$ cat config.mk
export PLATFORM = sky130hd
export DESIGN_NAME = synth_loop_divider_control
export DESIGN_NICKNAME = d
export VERILOG_FILES = /design/src/rtl/synth_pkg.sv /design/src/rtl/mod_counter.sv /design/src/rtl/phase_comparator.sv /design/src/rtl/synth_loop_divider_control.sv
export SDC_FILE = /design/constraint.sdc
export NUM_CORES = 1
export LEC_CHECK = 0
export BUFFER_PORTS_ARGS = -buffer_cell sky130_fd_sc_hd__buf_4
export CORE_MARGIN = 8
export CORE_UTILIZATION = 52
export CTS_CLUSTER_DIAMETER = 120
export CTS_CLUSTER_SIZE = 28
export DETAILED_ROUTE_END_ITERATION = 6
export PLACE_DENSITY = 0.77
export SLEW_MARGIN = 0
export SYNTH_ARGS = -nofsm -noshare
export SYNTH_HDL_FRONTEND = slang
export SYNTH_HIERARCHICAL = 1
export SYNTH_SLANG_ARGS = --single-unit
$ cat constraint.sdc
create_clock -name clk_i -period 4 [get_ports clk_i]
set_input_delay 0.2 -clock clk_i [delete_from_list [all_inputs] [get_ports clk_i]]
set_output_delay 0.2 -clock clk_i [all_outputs]
set_load 0.02 [all_outputs]
$ cat src/rtl/synth_pkg.sv
/*
 Package for the loop divider and comparator block: serial word layout,
 division limits, divider ratios, register offsets and fields.
 Assumes a single 25 MHz clock domain and a classic Wishbone slave.
*/
package synth_pkg;
   // ===========================================================
   // Division factor
   localparam int          N_W          = 10;
   localparam logic [9:0]  N_BASE       = 10'h1b9;   // 441
   localparam logic [9:0]  N_MAX        = 10'h2e4;   // 740
   localparam logic [9:0]  DIGIT_MAX    = 10'h12b;   // 299
   localparam logic [9:0]  LOW_BAND_LIM = 10'h014;   // 2.0 MHz in 100 kHz steps
   localparam int          WORD_W       = 12;        // Three BCD digits, MSB first
   // ===========================================================
   // Reference and prescaler
   localparam logic [2:0]  REF_DIV_LAST = 3'h7;      // Divide by 8
   localparam logic [3:0]  PRE_LOW_LAST = 4'h9;      // Divide by 10
   localparam logic [3:0]  PRE_HIGH_LAST = 4'ha;     // Divide by 11
   // ===========================================================
   // Register offsets (byte addresses)
   localparam logic [3:0]  ADDR_CTRL    = 4'h0;
   localparam logic [3:0]  ADDR_STATUS  = 4'h4;
   localparam logic [3:0]  ADDR_IRQ     = 4'h8;
   localparam logic [3:0]  ADDR_MASK    = 4'hc;
   // Control fields
   localparam int          CTRL_SELFTEST = 0;
   localparam logic [1:0]  MASK_RST     = 2'h0;
   // Interrupt fields
   localparam int          IRQ_LOAD     = 0;
   localparam int          IRQ_UNLOCK   = 1;
   // Lock detector: agreeing cycles counted; lock comes on the next agreeing cycle after this count
   localparam logic [3:0]  LOCK_COUNT   = 4'h8;
endpackage

$ cat src/rtl/mod_counter.sv
/*
 Free running modulo counter with a terminal count pulse.
 Assumes a synchronous reset and a clock enable from the parent.
*/
`timescale 1ns/1ns
`default_nettype none
module mod_counter #(
   parameter int W = 4
) (
   // Clock and control
   input  wire logic         clk_i,
   input  wire logic         rst_i,
   input  wire logic         ce_i,
   input  wire logic         step_i,
   input  wire logic [W-1:0] last_i,
   // Terminal count
   output logic              tc_o
);
   typedef struct packed {
      logic [W-1:0] cnt;
   } cnt_state_t;
   cnt_state_t s, next_s;

   // Count to last, then wrap
   always_comb begin
      next_s = s;
      if (step_i) begin
         if (s.cnt >= last_i) next_s.cnt = '0;
         else next_s.cnt = s.cnt + W'(1);
      end
   end
   assign tc_o = step_i && (s.cnt >= last_i);

   // State register
   always_ff @(posedge clk_i) begin
      if (rst_i) s <= '0;
      else if (ce_i) s <= next_s;
   end
endmodule // mod_counter
`default_nettype wire

$ cat src/rtl/phase_comparator.sv
/*
 Sequential phase frequency comparator with active low pump outputs.
 Assumes both edge inputs are one-cycle pulses in the clock domain.
*/
`timescale 1ns/1ns
`default_nettype none
module phase_comparator (
   // Clock and control
   input  wire logic clk_i,
   input  wire logic rst_i,
   input  wire logic ce_i,
   // Edges
   input  wire logic ref_edge_i,
   input  wire logic fb_edge_i,
   // Pump outputs, active low
   output logic      pump_up_pulse_n_o,
   output logic      pump_down_pulse_n_o
);
   typedef struct packed {
      logic up;
      logic dn;
   } pfd_state_t;
   pfd_state_t s, next_s;

   // Set on own edge, both clear once both are seen
   always_comb begin
      next_s = s;
      if (ref_edge_i) next_s.up = 1'b1;
      if (fb_edge_i) next_s.dn = 1'b1;
      if (next_s.up && next_s.dn) begin
         next_s.up = 1'b0;
         next_s.dn = 1'b0;
      end
   end

   // State register
   always_ff @(posedge clk_i) begin
      if (rst_i) s <= '0;
      else if (ce_i) s <= next_s;
   end
   // Width equals phase error; both high when aligned
   assign pump_up_pulse_n_o   = ~s.up;
   assign pump_down_pulse_n_o = ~s.dn;
endmodule // phase_comparator
`default_nettype wire

$ cat src/rtl/synth_loop_divider_control.sv
/*
 Digital part of a single loop synthesizer: reference divider, dual
 modulus feedback divider, serial tuning load, comparator, low band
 switch, lock detector, load check, and a Wishbone register file.
 Assumes the serial clock, data and enable pins are synchronous to clk_i
 and that reference and prescaled feedback arrive as sampled levels.
*/
// Chosen here: the address map and the Wishbone slave port.
`timescale 1ns/1ns
`default_nettype none
module synth_loop_divider_control
   import synth_pkg::*;
(
   // Clock, reset, enable
   input  wire logic        clk_i,
   input  wire logic        rst_i,
   input  wire logic        ce_i,
   // Wishbone slave
   input  wire logic        cyc_i,
   input  wire logic        stb_i,
   input  wire logic        we_i,
   input  wire logic [3:0]  adr_i,
   input  wire logic [3:0]  sel_i,
   input  wire logic [31:0] dat_i,
   output logic [31:0]      dat_o,
   output logic             ack_o,
   output logic             irq_o,
   // Serial tuning link
   input  wire logic        ser_clk_i,
   input  wire logic        ser_data_i,
   input  wire logic        ser_enable_i,
   // Reference and feedback
   input  wire logic        reference_input_i,
   input  wire logic        prescaler_out_i,
   output logic             modulus_high_o,
   // Loop outputs
   output logic             pump_up_pulse_n_o,
   output logic             pump_down_pulse_n_o,
   output logic             low_band_switch_out_o,
   output logic             lock_detector_o,
   output logic             load_check_output_o,
   output logic [9:0]       division_factor_o
);
   // ===========================================================
   // State
   typedef struct packed {
      logic              sclk_d;
      logic              en_d;
      logic              ref_d;
      logic              pre_d;
      logic [WORD_W-1:0] shift;
      logic [N_W-1:0]    n_val;
      logic [N_W-1:0]    digits;
      logic [3:0]        high_left;   // Prescaler cycles still at /11
      logic [6:0]        low_left;    // Prescaler cycles still at /10
      logic              mod_high;
      logic              check;
      logic              unlocked;
      logic [3:0]        agree;
      logic              selftest;
      logic [1:0]        irq_stat;
      logic [1:0]        irq_mask;
      logic              ack;
      logic [31:0]       rdata;
   } top_state_t;
   top_state_t s, next_s;

   logic       ref_step;
   logic       ref_edge;
   logic       pre_edge;
   logic       fb_edge;
   logic [3:0] d_hund;
   logic [3:0] d_ten;
   logic [3:0] d_one;
   logic [N_W-1:0] dec_val;
   logic       dec_ok;
   logic [N_W-1:0] n_hund;
   logic [N_W-1:0] n_units;
   logic       wb_req;
   logic       enable_fall;

   // ===========================================================
   // Edge detection on sampled pins
   assign ref_step    = reference_input_i && !s.ref_d;
   assign pre_edge    = prescaler_out_i && !s.pre_d;
   assign enable_fall = s.en_d && !ser_enable_i;
   assign wb_req      = cyc_i && stb_i && !s.ack;

   // Reference divide by eight
   mod_counter #(
      .W(3)
   ) ref_div (
      .clk_i  (clk_i),
      .rst_i  (rst_i),
      .ce_i   (ce_i),
      .step_i (ref_step),
      .last_i (REF_DIV_LAST),
      .tc_o   (ref_edge)
   );

   // Serial word as three BCD digits
   assign d_hund  = s.shift[11:8];
   assign d_ten   = s.shift[7:4];
   assign d_one   = s.shift[3:0];
   assign dec_val = N_W'(d_hund) * N_W'(100) + N_W'(d_ten) * N_W'(10) + N_W'(d_one);
   assign dec_ok  = (d_hund <= 4'h2) && (d_ten <= 4'h9) && (d_one <= 4'h9)
                    && (dec_val <= DIGIT_MAX);

   // Split N into prescaler cycles: N = 10*P + A, A cycles at /11
   assign n_units = s.n_val % N_W'(10);
   assign n_hund  = s.n_val / N_W'(10);

   // Feedback edge: end of a full divide by N cycle
   assign fb_edge = pre_edge && (s.low_left == 7'h0) && !s.mod_high
                    && (s.high_left == 4'h0);

   // ===========================================================
   // Next state
   always_comb begin
      next_s          = s;
      next_s.sclk_d   = ser_clk_i;
      next_s.en_d     = ser_enable_i;
      next_s.ref_d    = reference_input_i;
      next_s.pre_d    = prescaler_out_i;
      next_s.check    = 1'b0;
      next_s.ack      = 1'b0;
      // Shift on serial clock rise inside the enable window
      if (ser_enable_i && ser_clk_i && !s.sclk_d) begin
         next_s.shift = {s.shift[WORD_W-2:0], ser_data_i};
      end
      // Take the word only when the enable pulse ends
      if (enable_fall && dec_ok) begin
         next_s.digits = dec_val;
         next_s.n_val  = N_BASE + dec_val;
         next_s.check  = 1'b1;
      end
      // Modulus sequencing, reload at terminal count
      if (pre_edge) begin
         if (s.high_left != 4'h0) begin
            next_s.high_left = s.high_left - 4'h1;
            next_s.mod_high  = (s.high_left != 4'h1);
         end else if (s.low_left != 7'h0) begin
            next_s.low_left  = s.low_left - 7'h1;
            next_s.mod_high  = 1'b0;
         end else begin
            next_s.high_left = n_units[3:0];
            next_s.low_left  = 7'(n_hund - n_units - N_W'(1));
            next_s.mod_high  = (n_units != N_W'(0));
         end
      end
      // Lock: edges arrive together repeatedly
      if (ref_edge && fb_edge) begin
         if (s.agree != LOCK_COUNT) next_s.agree = s.agree + 4'h1;
         else next_s.unlocked = 1'b0;
      end else if (ref_edge || fb_edge) begin
         next_s.agree    = 4'h0;
         next_s.unlocked = 1'b1;
      end
      // Wishbone access
      if (wb_req) begin
         next_s.ack = 1'b1;
         unique case (adr_i)
            ADDR_CTRL:   next_s.rdata = {31'h0, s.selftest};
            ADDR_STATUS: next_s.rdata = {9'h0, s.n_val, 2'h0, s.digits,
                                         s.unlocked};
            ADDR_IRQ:    next_s.rdata = {30'h0, s.irq_stat};
            ADDR_MASK:   next_s.rdata = {30'h0, s.irq_mask};
            default:     next_s.rdata = 32'h0;
         endcase
         if (we_i && sel_i[0]) begin
            if (adr_i == ADDR_CTRL) next_s.selftest = dat_i[CTRL_SELFTEST];
            if (adr_i == ADDR_MASK) next_s.irq_mask = dat_i[1:0];
         end
         if (!we_i && adr_i == ADDR_IRQ) next_s.irq_stat = 2'h0;
      end
      // Events set sticky bits, winning over a read clear
      if (s.check) next_s.irq_stat[IRQ_LOAD] = 1'b1;
      if (!s.unlocked && next_s.unlocked) next_s.irq_stat[IRQ_UNLOCK] = 1'b1;
   end

   // ===========================================================
   // State register
   always_ff @(posedge clk_i) begin
      if (rst_i) begin
         s          <= '0;
         s.n_val    <= N_BASE;
         s.unlocked <= 1'b1;
         s.irq_mask <= MASK_RST;
      end else if (ce_i) begin
         s <= next_s;
      end
   end

   // Comparator
   phase_comparator pfd (
      .clk_i               (clk_i),
      .rst_i               (rst_i),
      .ce_i                (ce_i),
      .ref_edge_i          (ref_edge),
      .fb_edge_i           (fb_edge),
      .pump_up_pulse_n_o   (pump_up_pulse_n_o),
      .pump_down_pulse_n_o (pump_down_pulse_n_o)
   );

   // Outputs
   assign modulus_high_o        = s.mod_high;
   assign low_band_switch_out_o = (s.digits < LOW_BAND_LIM);
   assign lock_detector_o       = s.unlocked;
   assign load_check_output_o   = s.check;
   assign division_factor_o     = s.n_val;
   assign dat_o                 = s.rdata;
   assign ack_o                 = s.ack && cyc_i && stb_i;
   assign irq_o                 = |(s.irq_stat & s.irq_mask);
endmodule // synth_loop_divider_control
`default_nettype wire

==> results of run 1 <==
## worst min-delay path, cell delays in order
cell	delay, ps
buf_4	80
mux2i_1	60
nor2_1	70
## flip-flops by register name (all words and copies together) (netlist names)
signal	flops
modulus_high_o	1
division_factor_o	10
dat_o	21
load_check_output_o	1
s	35
d_ten	4
d_one	4
pfd/s	2
d_hund	4
ref_div/s	3
lock_detector_o	1
## power breakdown
part           switching, W  internal [W]
clock              0.000401      0.000442
combinational      0.000379      0.000295
sequential        0.0000350      0.000891
## stage by stage
| step | util | instances | power [W] |
|---|---|---|---|
| 3_5_place_dp | 0.593 | 946 | 0.00153 |
| 3_3_place_gp | 0.593 | 946 | 0.00151 |
| 5_1_grt | 0.659 | 984 | 0.00256 |
| 4_1_cts | 0.640 | 976 | 0.00240 |
| 2_1_floorplan | - | 757 | 0.00136 |
| 6_report | 0.659 | 984 | 0.00244 |
## how the worst max path moves through the flow
stage	to	cells after the start	slack [ps]
4_1_cts	s[51]	20	-20
3_5_place_dp	s[51]	20	-270
2_1_floorplan	s[51]	19	50
5_1_grt	s[51]	21	-370
6_report	s[51]	21	-220
3_3_place_gp	s[51]	19	-150
## cells in the mapped netlist, types with 4 or more instances
cell type,count
buf_4,45
a22oi_1,24
mux2i_1,20
o211ai_1,12
nand3b_1,5
buf_2,5
dfxtp_1,86
a21oi_2,4
inv_1,43
buf_6,7
nand2_1,69
clkbuf_1,21
o21ai_0,19
nor2b_1,10
nand3_1,11
a21o_1,6
and3_1,4
xor2_1,8
nor3_1,14
nor2_1,77
nand4_1,4
nand2b_1,6
o21bai_1,5
a211oi_1,10
fa_1,6
a31oi_1,4
xnor2_1,27
ha_1,44
a21oi_1,57
## cells by family (layout without fill, tap and decap cells)
kind of cell | Yosys count | count (layout) | synth area share
simple gates | 238 | 238 | 0.194
compound gates | 185 | 185 | 0.210
buf+inv | 124 | 208 | 0.113
flops | 86 | 86 | 0.280
fa+ha+maj | 50 | 50 | 0.109
xor+xnor | 36 | 36 | 0.0525
mux | 23 | 23 | 0.0399
other cells | 2 | 15 | 0.00122
## what timing repair did
item                       in CTS  in global routing
buffers inserted               14                  7
resized for setup              33                 32
gates cloned                    0                  1
pin swaps                      26                 31
setup endpoints to repair       3                 20
## final cells by class
class                   count  area [sq um]  area share
multi-input cells         547          4040       0.534
clock inverters             7          70.1     0.00927
well taps                 143           179      0.0237
clock buffers               9           225      0.0298
inverters                  44           168      0.0222
flip-flops and latches     86          1740       0.230
repair buffers            148          1140       0.151
## metal layers
metal  up-vias  GRT usage  wire (microns)
met5         -          0               0
met4         0     0.0794             387
met3        34     0.0464             708
met2       130      0.327            7970
met1      2724      0.224            6870
li1       2751          -               -
==> flow_summary_export.csv, run 1 <==
group,metric,value,unit
status,failed_checks,"setup timing",
pwr,power_leakage,3.24,nW
job,max_cap_viol_count,0,
placement,globalplace.congestion,0.875,
routing,vias,5639,
routing,drtAntennaViolNets,0,
synthesis,async_reset_ff_frac,0,
finish,layout-drive-gt1-share,0.269,
floorplanning,rows,39,
setup_path,cp_num_buf_inv,4,
setup_path,setup.worst_path.end_class,"flop",
finish,fillers,910,
floorplanning,ios,101,
sta,finalClockSkew,8.72,ps
setup_path,worstPathArrival,4510,ps
placement,post-place-ws,-271,ps
synthesis,synthTopCellsByArea,"dfxtp_1, ha_1, buf_4",
synthesis,syn_avg_cell_area,8.26,sq um
clock_network,cts_sinks,86,
setup_path,r2r-start,"division_factor_o[8]",
synthesis,ys.flop_type,"dfxtp_1",
sta,hold_ws,91.3,ps
setup_path,path_delay_family,"simple AND/OR/NAND/NOR gates",
sta,grt_setup_unrepaired,"true",
min_path,hold_path.class,"input port to flop",
clock_network,cts_tree,"done",
floorplanning,die_w,125,microns
setup_path,crit_fanout,7,
floorplanning,die_area,0.0156,sq mm
clock_network,cts_root_buffer,"clkbuf_16",
status,status,"finished with violations",
global_route,grt_use_total,0.192,
placement,dp_hpwl,11200,microns
synthesis,synth-seq-area-share,0.280,
floorplanning,initial_core_util,0.536,
global_route,grt_overflow,0,
synthesis,synthCells,744,
sta,setup_viol,2,
global_route,antenna_found_initial,0,
routing,drt_iter0_drc,528,
routing,drtPass1Iterations,5,
floorplanning,die_h,125,microns
global_route,grt_max_degree,79,
global_route,grt_first_pass_wirelength,25600,microns
min_path,holdPathStages,3,
pwr,ir_drop,318,uV
sta,timing.final.ws_setup,-224,ps
setup_path,r2r_end,"s[51]",
sta,finalHoldViolCount,0,
global_route,grt_pass1_vias,5517,
placement,place_area,0.00680,sq mm
sta,post-route-period-util,1.06,
synthesis,synth_area,0.00615,sq mm
sta,relSlewSlack,0.143,
floorplanning,core,0.0115,sq mm
finish,layout_commonest_cell,"buf_4",
placement,port_buffers,56,
synthesis,synth_edf_count,0,
clock_network,ctsHoldBuffers,0,
finish,final_cell_mix,"buf_4, dfxtp_1, nor2_1",
routing,wl_per_cell,16.2,microns
clock_network,cts_buffers,9,
setup_path,cp_slowest_cell,"or3_4",
clock_network,htreeDepth,3,
setup_path,critPathRequiredTime,4290,ps
sta,worst_slew_pin_slew,1280,ps
pwr,powerDensity,323,mW/mm^2
setup_path,slowest_delay,420,ps
setup_path,worstSetupStartpoint,"division_factor_o[8]",
synthesis,yosysTopAreaCell,"dfxtp_1",
finish,diodes,0,
finish,nets,937,
routing,wl,15900,microns
sta,fmax,0.237,GHz
setup_path,r2r_cells,21,
min_path,min_to,"s[89]",
setup_path,crit_path_start_kind,"flop",
synthesis,ys_types,86,
setup_path,critPathKind,"flop to flop",
synthesis,yosys_warnings,6,
min_path,hp-start,"reference_input_i",
finish,final_cell_area,0.00756,sq mm
setup_path,rrSetupSlack,-220,ps
clock_network,clk_pin_slew_worst_paths,70,ps
finish,area_growth,23.0,%
sta,layout_min_cycle_time,4220,ps
routing,vias_per_cell,5.73,
sta,fin_setup_tns,-235,ps
synthesis,synth_top_area_frac,0.280,
clock_network,clk_latency,350,ps
routing,drc_errors,0,
sta,drv_slew,0,
synthesis,ys_ff_latch,86,
setup_path,crit_chain,"buf_4 > nor3b_4 > o31ai_4 > o211a_4 > buf_4 > a21oi_4 > and4b_1 > or3_4 > a32oi_4 > buf_6 > nand2b_2 > xnor2_2 > ha_1 > inv_1 > nor2_1 > nor2_1 > o21bai_1 > a21oi_1 > xor2_1 > or3_1 > a21oi_2",
clock_network,clock_path_buffers,2,
Power figures use the tool's default switching activity.
==> run 2: changes to the inputs <==
--- a/config.mk
+++ b/config.mk
@@ -6,6 +6,7 @@
 export NUM_CORES = 1
 export LEC_CHECK = 0
 export BUFFER_PORTS_ARGS = -buffer_cell sky130_fd_sc_hd__buf_4
+export CORE_ASPECT_RATIO = 1.25
 export CORE_MARGIN = 8
 export CORE_UTILIZATION = 52
 export CTS_CLUSTER_DIAMETER = 120
==> flow_summary_export.csv, run 2 (same netlist as run 1, synthesis figures left out) <==
group,metric,value,unit
status,status,"finished with violations",
status,failed_checks,"setup timing",
finish,regMostFlops,"s",
setup_path,rrSetupSlack,-120,ps
routing,drtPass1Iterations,5,
clock_network,cts_tree,"done",
routing,drc_errors,0,
clock_network,clk_pin_slew_worst_paths,70,ps
placement,port_buffers,56,
routing,vias,5749,
floorplanning,initial_core_util,0.532,
sta,finalHoldViolCount,0,
floorplanning,ios,101,
setup_path,worstPathArrival,4400,ps
job,max_cap_viol_count,0,
sta,worst_slew_pin_slew,1070,ps
setup_path,setup.worst_path.end_class,"flop",
global_route,grt_first_pass_wirelength,26400,microns
setup_path,r2r_cells,21,
finish,area_growth,23.9,%
setup_path,r2r_end,"s[51]",
pwr,powerDensity,328,mW/mm^2
global_route,grt_max_degree,79,
clock_network,clock_path_buffers,2,
finish,diodes,0,
setup_path,crit_top_cell,"buf_4",
clock_network,cts_buffers,9,
setup_path,crit_fanout,8,
sta,relSlewSlack,0.289,
floorplanning,core,0.0116,sq mm
routing,wl,16900,microns
sta,setup_viol,3,
routing,wl_per_cell,17.3,microns
finish,final_cell_mix,"buf_4, dfxtp_1, nor2_1",
clock_network,cts_root_buffer,"clkbuf_16",
setup_path,critPathKind,"flop to flop",
min_path,hold_path.class,"input port to flop",
finish,largest_register_ff_count,35,
sta,fmax,0.242,GHz
setup_path,path_delay_family,"simple AND/OR/NAND/NOR gates",
floorplanning,die_area,0.0156,sq mm
placement,globalplace.congestion,0.867,
floorplanning,die_h,138,microns
sta,post-route-period-util,1.03,
pwr,ir_drop,248,uV
floorplanning,rows,44,
setup_path,cp.depth,21,
global_route,antenna_found_initial,0,
global_route,grt_pass1_vias,5600,
routing,vias_per_cell,5.87,
pwr,fin_total_pwr,0.00250,W
floorplanning,die_w,113,microns
routing,drt_iter0_drc,352,
clock_network,ctsHoldBuffers,0,
clock_network,htreeDepth,3,
setup_path,cp_num_buf_inv,5,
setup_path,slowest_delay,400,ps
finish,layout_commonest_cell,"buf_4",
sta,drv_slew,0,
setup_path,cp_slowest_cell,"dfxtp_4",
global_route,grt_overflow,0,
sta,grt_setup_unrepaired,"true",
sta,layout_min_cycle_time,4120,ps
pwr,power_leakage,3.25,nW
setup_path,crit_chain,"buf_4 > xor2_1 > o211a_4 > buf_4 > buf_4 > nand4_1 > and4b_1 > or3_4 > a32oi_4 > buf_6 > nand2b_4 > xnor2_2 > ha_1 > inv_2 > nor2_2 > nor2_2 > o21bai_1 > a21oi_1 > xor2_1 > or3_1 > a21oi_2",
clock_network,clk_latency,350,ps
finish,layout-drive-gt1-share,0.278,
setup_path,crit_path_start_kind,"flop",
setup_path,critPathRequiredTime,4280,ps
routing,drtAntennaViolNets,0,
finish,final_util,0.659,
finish,nets,937,
placement,dp_hpwl,11200,microns
setup_path,crit_end,"s[51]",
setup_path,r2r-start,"division_factor_o[9]",
sta,timing.final.ws_setup,-124,ps
clock_network,cts_sinks,86,
global_route,grt_use_total,0.208,
setup_path,worstSetupStartpoint,"division_factor_o[9]",
sta,finalClockSkew,7.66,ps
[run 2: final cells by class]
type / count / area [sq um]
Fill cell: 915 / 3940
Multi-Input combinational cell: 547 / 4050
Tap cell: 138 / 173
Inverter: 44 / 168
Timing Repair Buffer: 148 / 1180
Clock buffer: 9 / 225
Sequential cell: 86 / 1740
Clock inverter: 7 / 80.1
[run 2: through the flow]
| stage | cell area, sq um | instances | setup WS (ps) | setup TNS [ps] | hold slack [ps] |
|---|---|---|---|---|---|
| 4_1_cts | 7410 | 968 | -43.9 | -43.9 | 93.5 |
| 3_3_place_gp | 6740 | 932 | -154 | -288 | 445 |
| 2_1_floorplan | 6200 | 757 | 50.8 | 0 | 269 |
| 5_1_grt | 7620 | 979 | -286 | -2440 | 99.4 |
| 6_report | 7620 | 979 | -124 | -252 | 96.3 |
| 3_5_place_dp | 6740 | 932 | -322 | -763 | 455 |
[run 2: worst min path at each step]
| stage | from | endpoint | cells after the start |
|---|---|---|---|
| 2_1_floorplan | rst_i | ref_div/s[0] | 1 |
| 6_report | dat_i[1] | s[34] | 3 |
| 3_5_place_dp | ser_data_i | d_one[0] | 3 |
| 4_1_cts | ser_data_i | d_one[0] | 3 |
| 5_1_grt | ser_data_i | d_one[0] | 3 |
| 3_3_place_gp | reference_input_i | s[89] | 3 |
[run 2: power by group]
group / internal, W / total [W] / switching, W
combinational: 0.000319 / 0.000709 / 0.000390
clock: 0.000492 / 0.000865 / 0.000374
sequential: 0.000891 / 0.000926 / 0.0000350
total: 0.00170 / 0.00250 / 0.000799
[run 2: timing repair]
item,4_1_cts,5_1_grt
setup endpoints to repair,19,19
setup buffers,20,9
cloned,0,2
resized for setup,52,24
pin swaps,26,25
endpoints found under the hold margin,0,0
[run 2: per-layer routing]
layer  up-vias  routed length, microns  track usage
met5         -                       0            0
met4         0                     527        0.118
met3        53                     766       0.0412
met2       166                    9070        0.380
met1      2770                    6570        0.220
li1       2760                       -            -
[run 2: worst register-to-register path, stage by stage (launching register included)]
cell	delay, ps
dfxtp_4	400
buf_4	200
xor2_1	270
o211a_4	270
buf_4	120
buf_4	90
nand4_1	90
and4b_1	220
or3_4	370
a32oi_4	240
buf_6	150
nand2b_4	60
xnor2_2	140
ha_1	330
inv_2	90
nor2_2	50
nor2_2	120
o21bai_1	110
a21oi_1	200
xor2_1	100
or3_1	330
a21oi_2	110
==> run 3: changes to the inputs <==
--- a/config.mk
+++ b/config.mk
@@ -12,7 +12,7 @@
 export CTS_CLUSTER_DIAMETER = 120
 export CTS_CLUSTER_SIZE = 28
 export DETAILED_ROUTE_END_ITERATION = 6
-export PLACE_DENSITY = 0.77
+export PLACE_DENSITY = 0.86
 export SLEW_MARGIN = 0
 export SYNTH_ARGS = -nofsm -noshare
 export SYNTH_HDL_FRONTEND = slang
==> flow_summary_export.csv, run 3 (same netlist as run 1, synthesis figures left out) <==
group,metric,value,unit
finish,layout-drive-gt1-share,0.272,
routing,drtAntennaViolNets,0,
min_path,min_to,"s[89]",
finish,area_growth,24.0,%
setup_path,critPathRequiredTime,4260,ps
finish,layout_commonest_cell,"buf_4",
global_route,grt_use_total,0.204,
global_route,grt_first_pass_wirelength,26100,microns
sta,layout_min_cycle_time,4200,ps
finish,nets,935,
sta,relSlewSlack,0.426,
clock_network,cts_tree,"done",
placement,port_buffers,56,
setup_path,crit_path_start_kind,"flop",
floorplanning,core,0.0116,sq mm
finish,final_cell_mix,"buf_4, dfxtp_1, nor2_1",
sta,fmax,0.238,GHz
floorplanning,die_w,113,microns
placement,post-place-ws,-232,ps
setup_path,r2r-start,"division_factor_o[7]",
setup_path,rrSetupSlack,-200,ps
floorplanning,die_h,138,microns
sta,drv_slew,0,
min_path,holdPathStages,3,
sta,timing.final.ws_setup,-201,ps
clock_network,clk_pin_slew_worst_paths,70,ps
min_path,hp-start,"reference_input_i",
clock_network,clk_latency,350,ps
finish,fillers,819,
floorplanning,die_area,0.0156,sq mm
sta,post-route-period-util,1.05,
sta,grt_setup_unrepaired,"true",
routing,vias_per_cell,6.12,
clock_network,clock_path_buffers,2,
clock_network,cts_buffers,9,
finish,diodes,0,
pwr,powerDensity,334,mW/mm^2
min_path,hold_path.class,"input port to flop",
sta,finalHoldViolCount,0,
setup_path,crit_fanout,9,
global_route,grt_max_degree,78,
setup_path,r2r_cells,19,
global_route,antenna_found_initial,0,
finish,regMostFlops,"s",
placement,dp_hpwl,11000,microns
sta,setup_viol,2,
routing,wl,17800,microns
placement,globalplace.congestion,0.915,
routing,drtPass1Iterations,7,
floorplanning,initial_core_util,0.532,
sta,hold_ws,89.0,ps
clock_network,cts_sinks,86,
pwr,power_leakage,3.25,nW
job,max_cap_viol_count,0,
routing,vias,5981,
global_route,grt_pass1_vias,5651,
status,failed_checks,"DRC, setup timing",
routing,wl_per_cell,18.3,microns
pwr,fin_total_pwr,0.00255,W
routing,drt_iter0_drc,403,
floorplanning,rows,44,
finish,final_util,0.659,
clock_network,htreeDepth,3,
routing,drc_errors,2,
status,status,"finished with violations",
clock_network,cts_root_buffer,"clkbuf_16",
setup_path,r2r_end,"s[50]",
clock_network,ctsHoldBuffers,0,
floorplanning,ios,101,
setup_path,setup.worst_path.end_class,"flop",
sta,worst_slew_pin_slew,861,ps
pwr,ir_drop,251,uV
setup_path,critPathKind,"flop to flop",
finish,largest_register_ff_count,35,
sta,finalClockSkew,6.91,ps
global_route,grt_overflow,0,
setup_path,worstPathArrival,4460,ps
==> run 3: cell types whose count changed in the layout (fill, tap and decap cells not counted), sizes merged <==
cell,previous run,this run
clkinvlp,2,1
clkinv,2,1
inv,46,48
buf,147,145
==> run 3: how the worst max path moves through the flow <==
stage,cells after the start,startpoint,slack [ps],end
3_3_place_gp,20,division_factor_o[7],-120,s[51]
5_1_grt,20,division_factor_o[7],-350,s[50]
4_1_cts,21,division_factor_o[6],-40,s[51]
3_5_place_dp,20,division_factor_o[7],-230,s[51]
2_1_floorplan,19,division_factor_o[6],50,s[51]
6_report,19,division_factor_o[7],-200,s[50]
==> run 3: timing repair <==
item                                   in CTS  in global routing
setup endpoints to repair                   3                 20
pin swaps                                  15                 23
gates resized for setup                    31                 37
buffers inserted                            6                 14
endpoints found under the hold margin       0                  0
==> run 3: layer usage <==
metal,track usage,routed length (microns),vias up
met5,0,0,-
li1,-,-,2747
met4,0.130,875,0
met1,0.211,6730,2861
met3,0.0404,1090,77
met2,0.373,9150,296
==> run 3: final cells by class <==
class                           instances  area [sq um]  share of cell area
Tap cell                              138           173              0.0227
Inverter                               44           165              0.0217
Multi-Input combinational cell        547          4070               0.534
Clock buffer                            9           225              0.0295
Timing Repair Buffer                  146          1160               0.153
Clock inverter                          7          86.3              0.0113
Sequential cell                        86          1740               0.228
==> run 3: worst max-delay path, stage by stage (launching register included) <==
cell,delay (ps)
dfxtp_4,390
buf_6,150
nor2b_1,150
a211o_1,300
a21oi_2,230
xnor2_1,100
or4_1,480
o211ai_1,140
inv_1,120
ha_4,290
inv_2,40
a221oi_4,340
ha_4,270
buf_6,120
a21oi_4,200
o21bai_4,100
a21oi_2,170
xnor2_1,150
o21ai_1,90
a221oi_1,260
==> run 3: report_power, final <==
part           internal (W)  switching, W  total [W]
clock network      0.000500      0.000401   0.000901
logic              0.000309      0.000406   0.000715
registers          0.000892     0.0000370   0.000929
total               0.00170      0.000844    0.00255
==> run 3: per-stage QoR <==
stage,setup TNS (ps),instances,area (sq um)
floorplan,0,757,6200
global placement,-192,942,6830
detailed placement,-398,942,6830
CTS,-37.8,964,7310
global route,-886,977,7620
finish,-393,977,7620
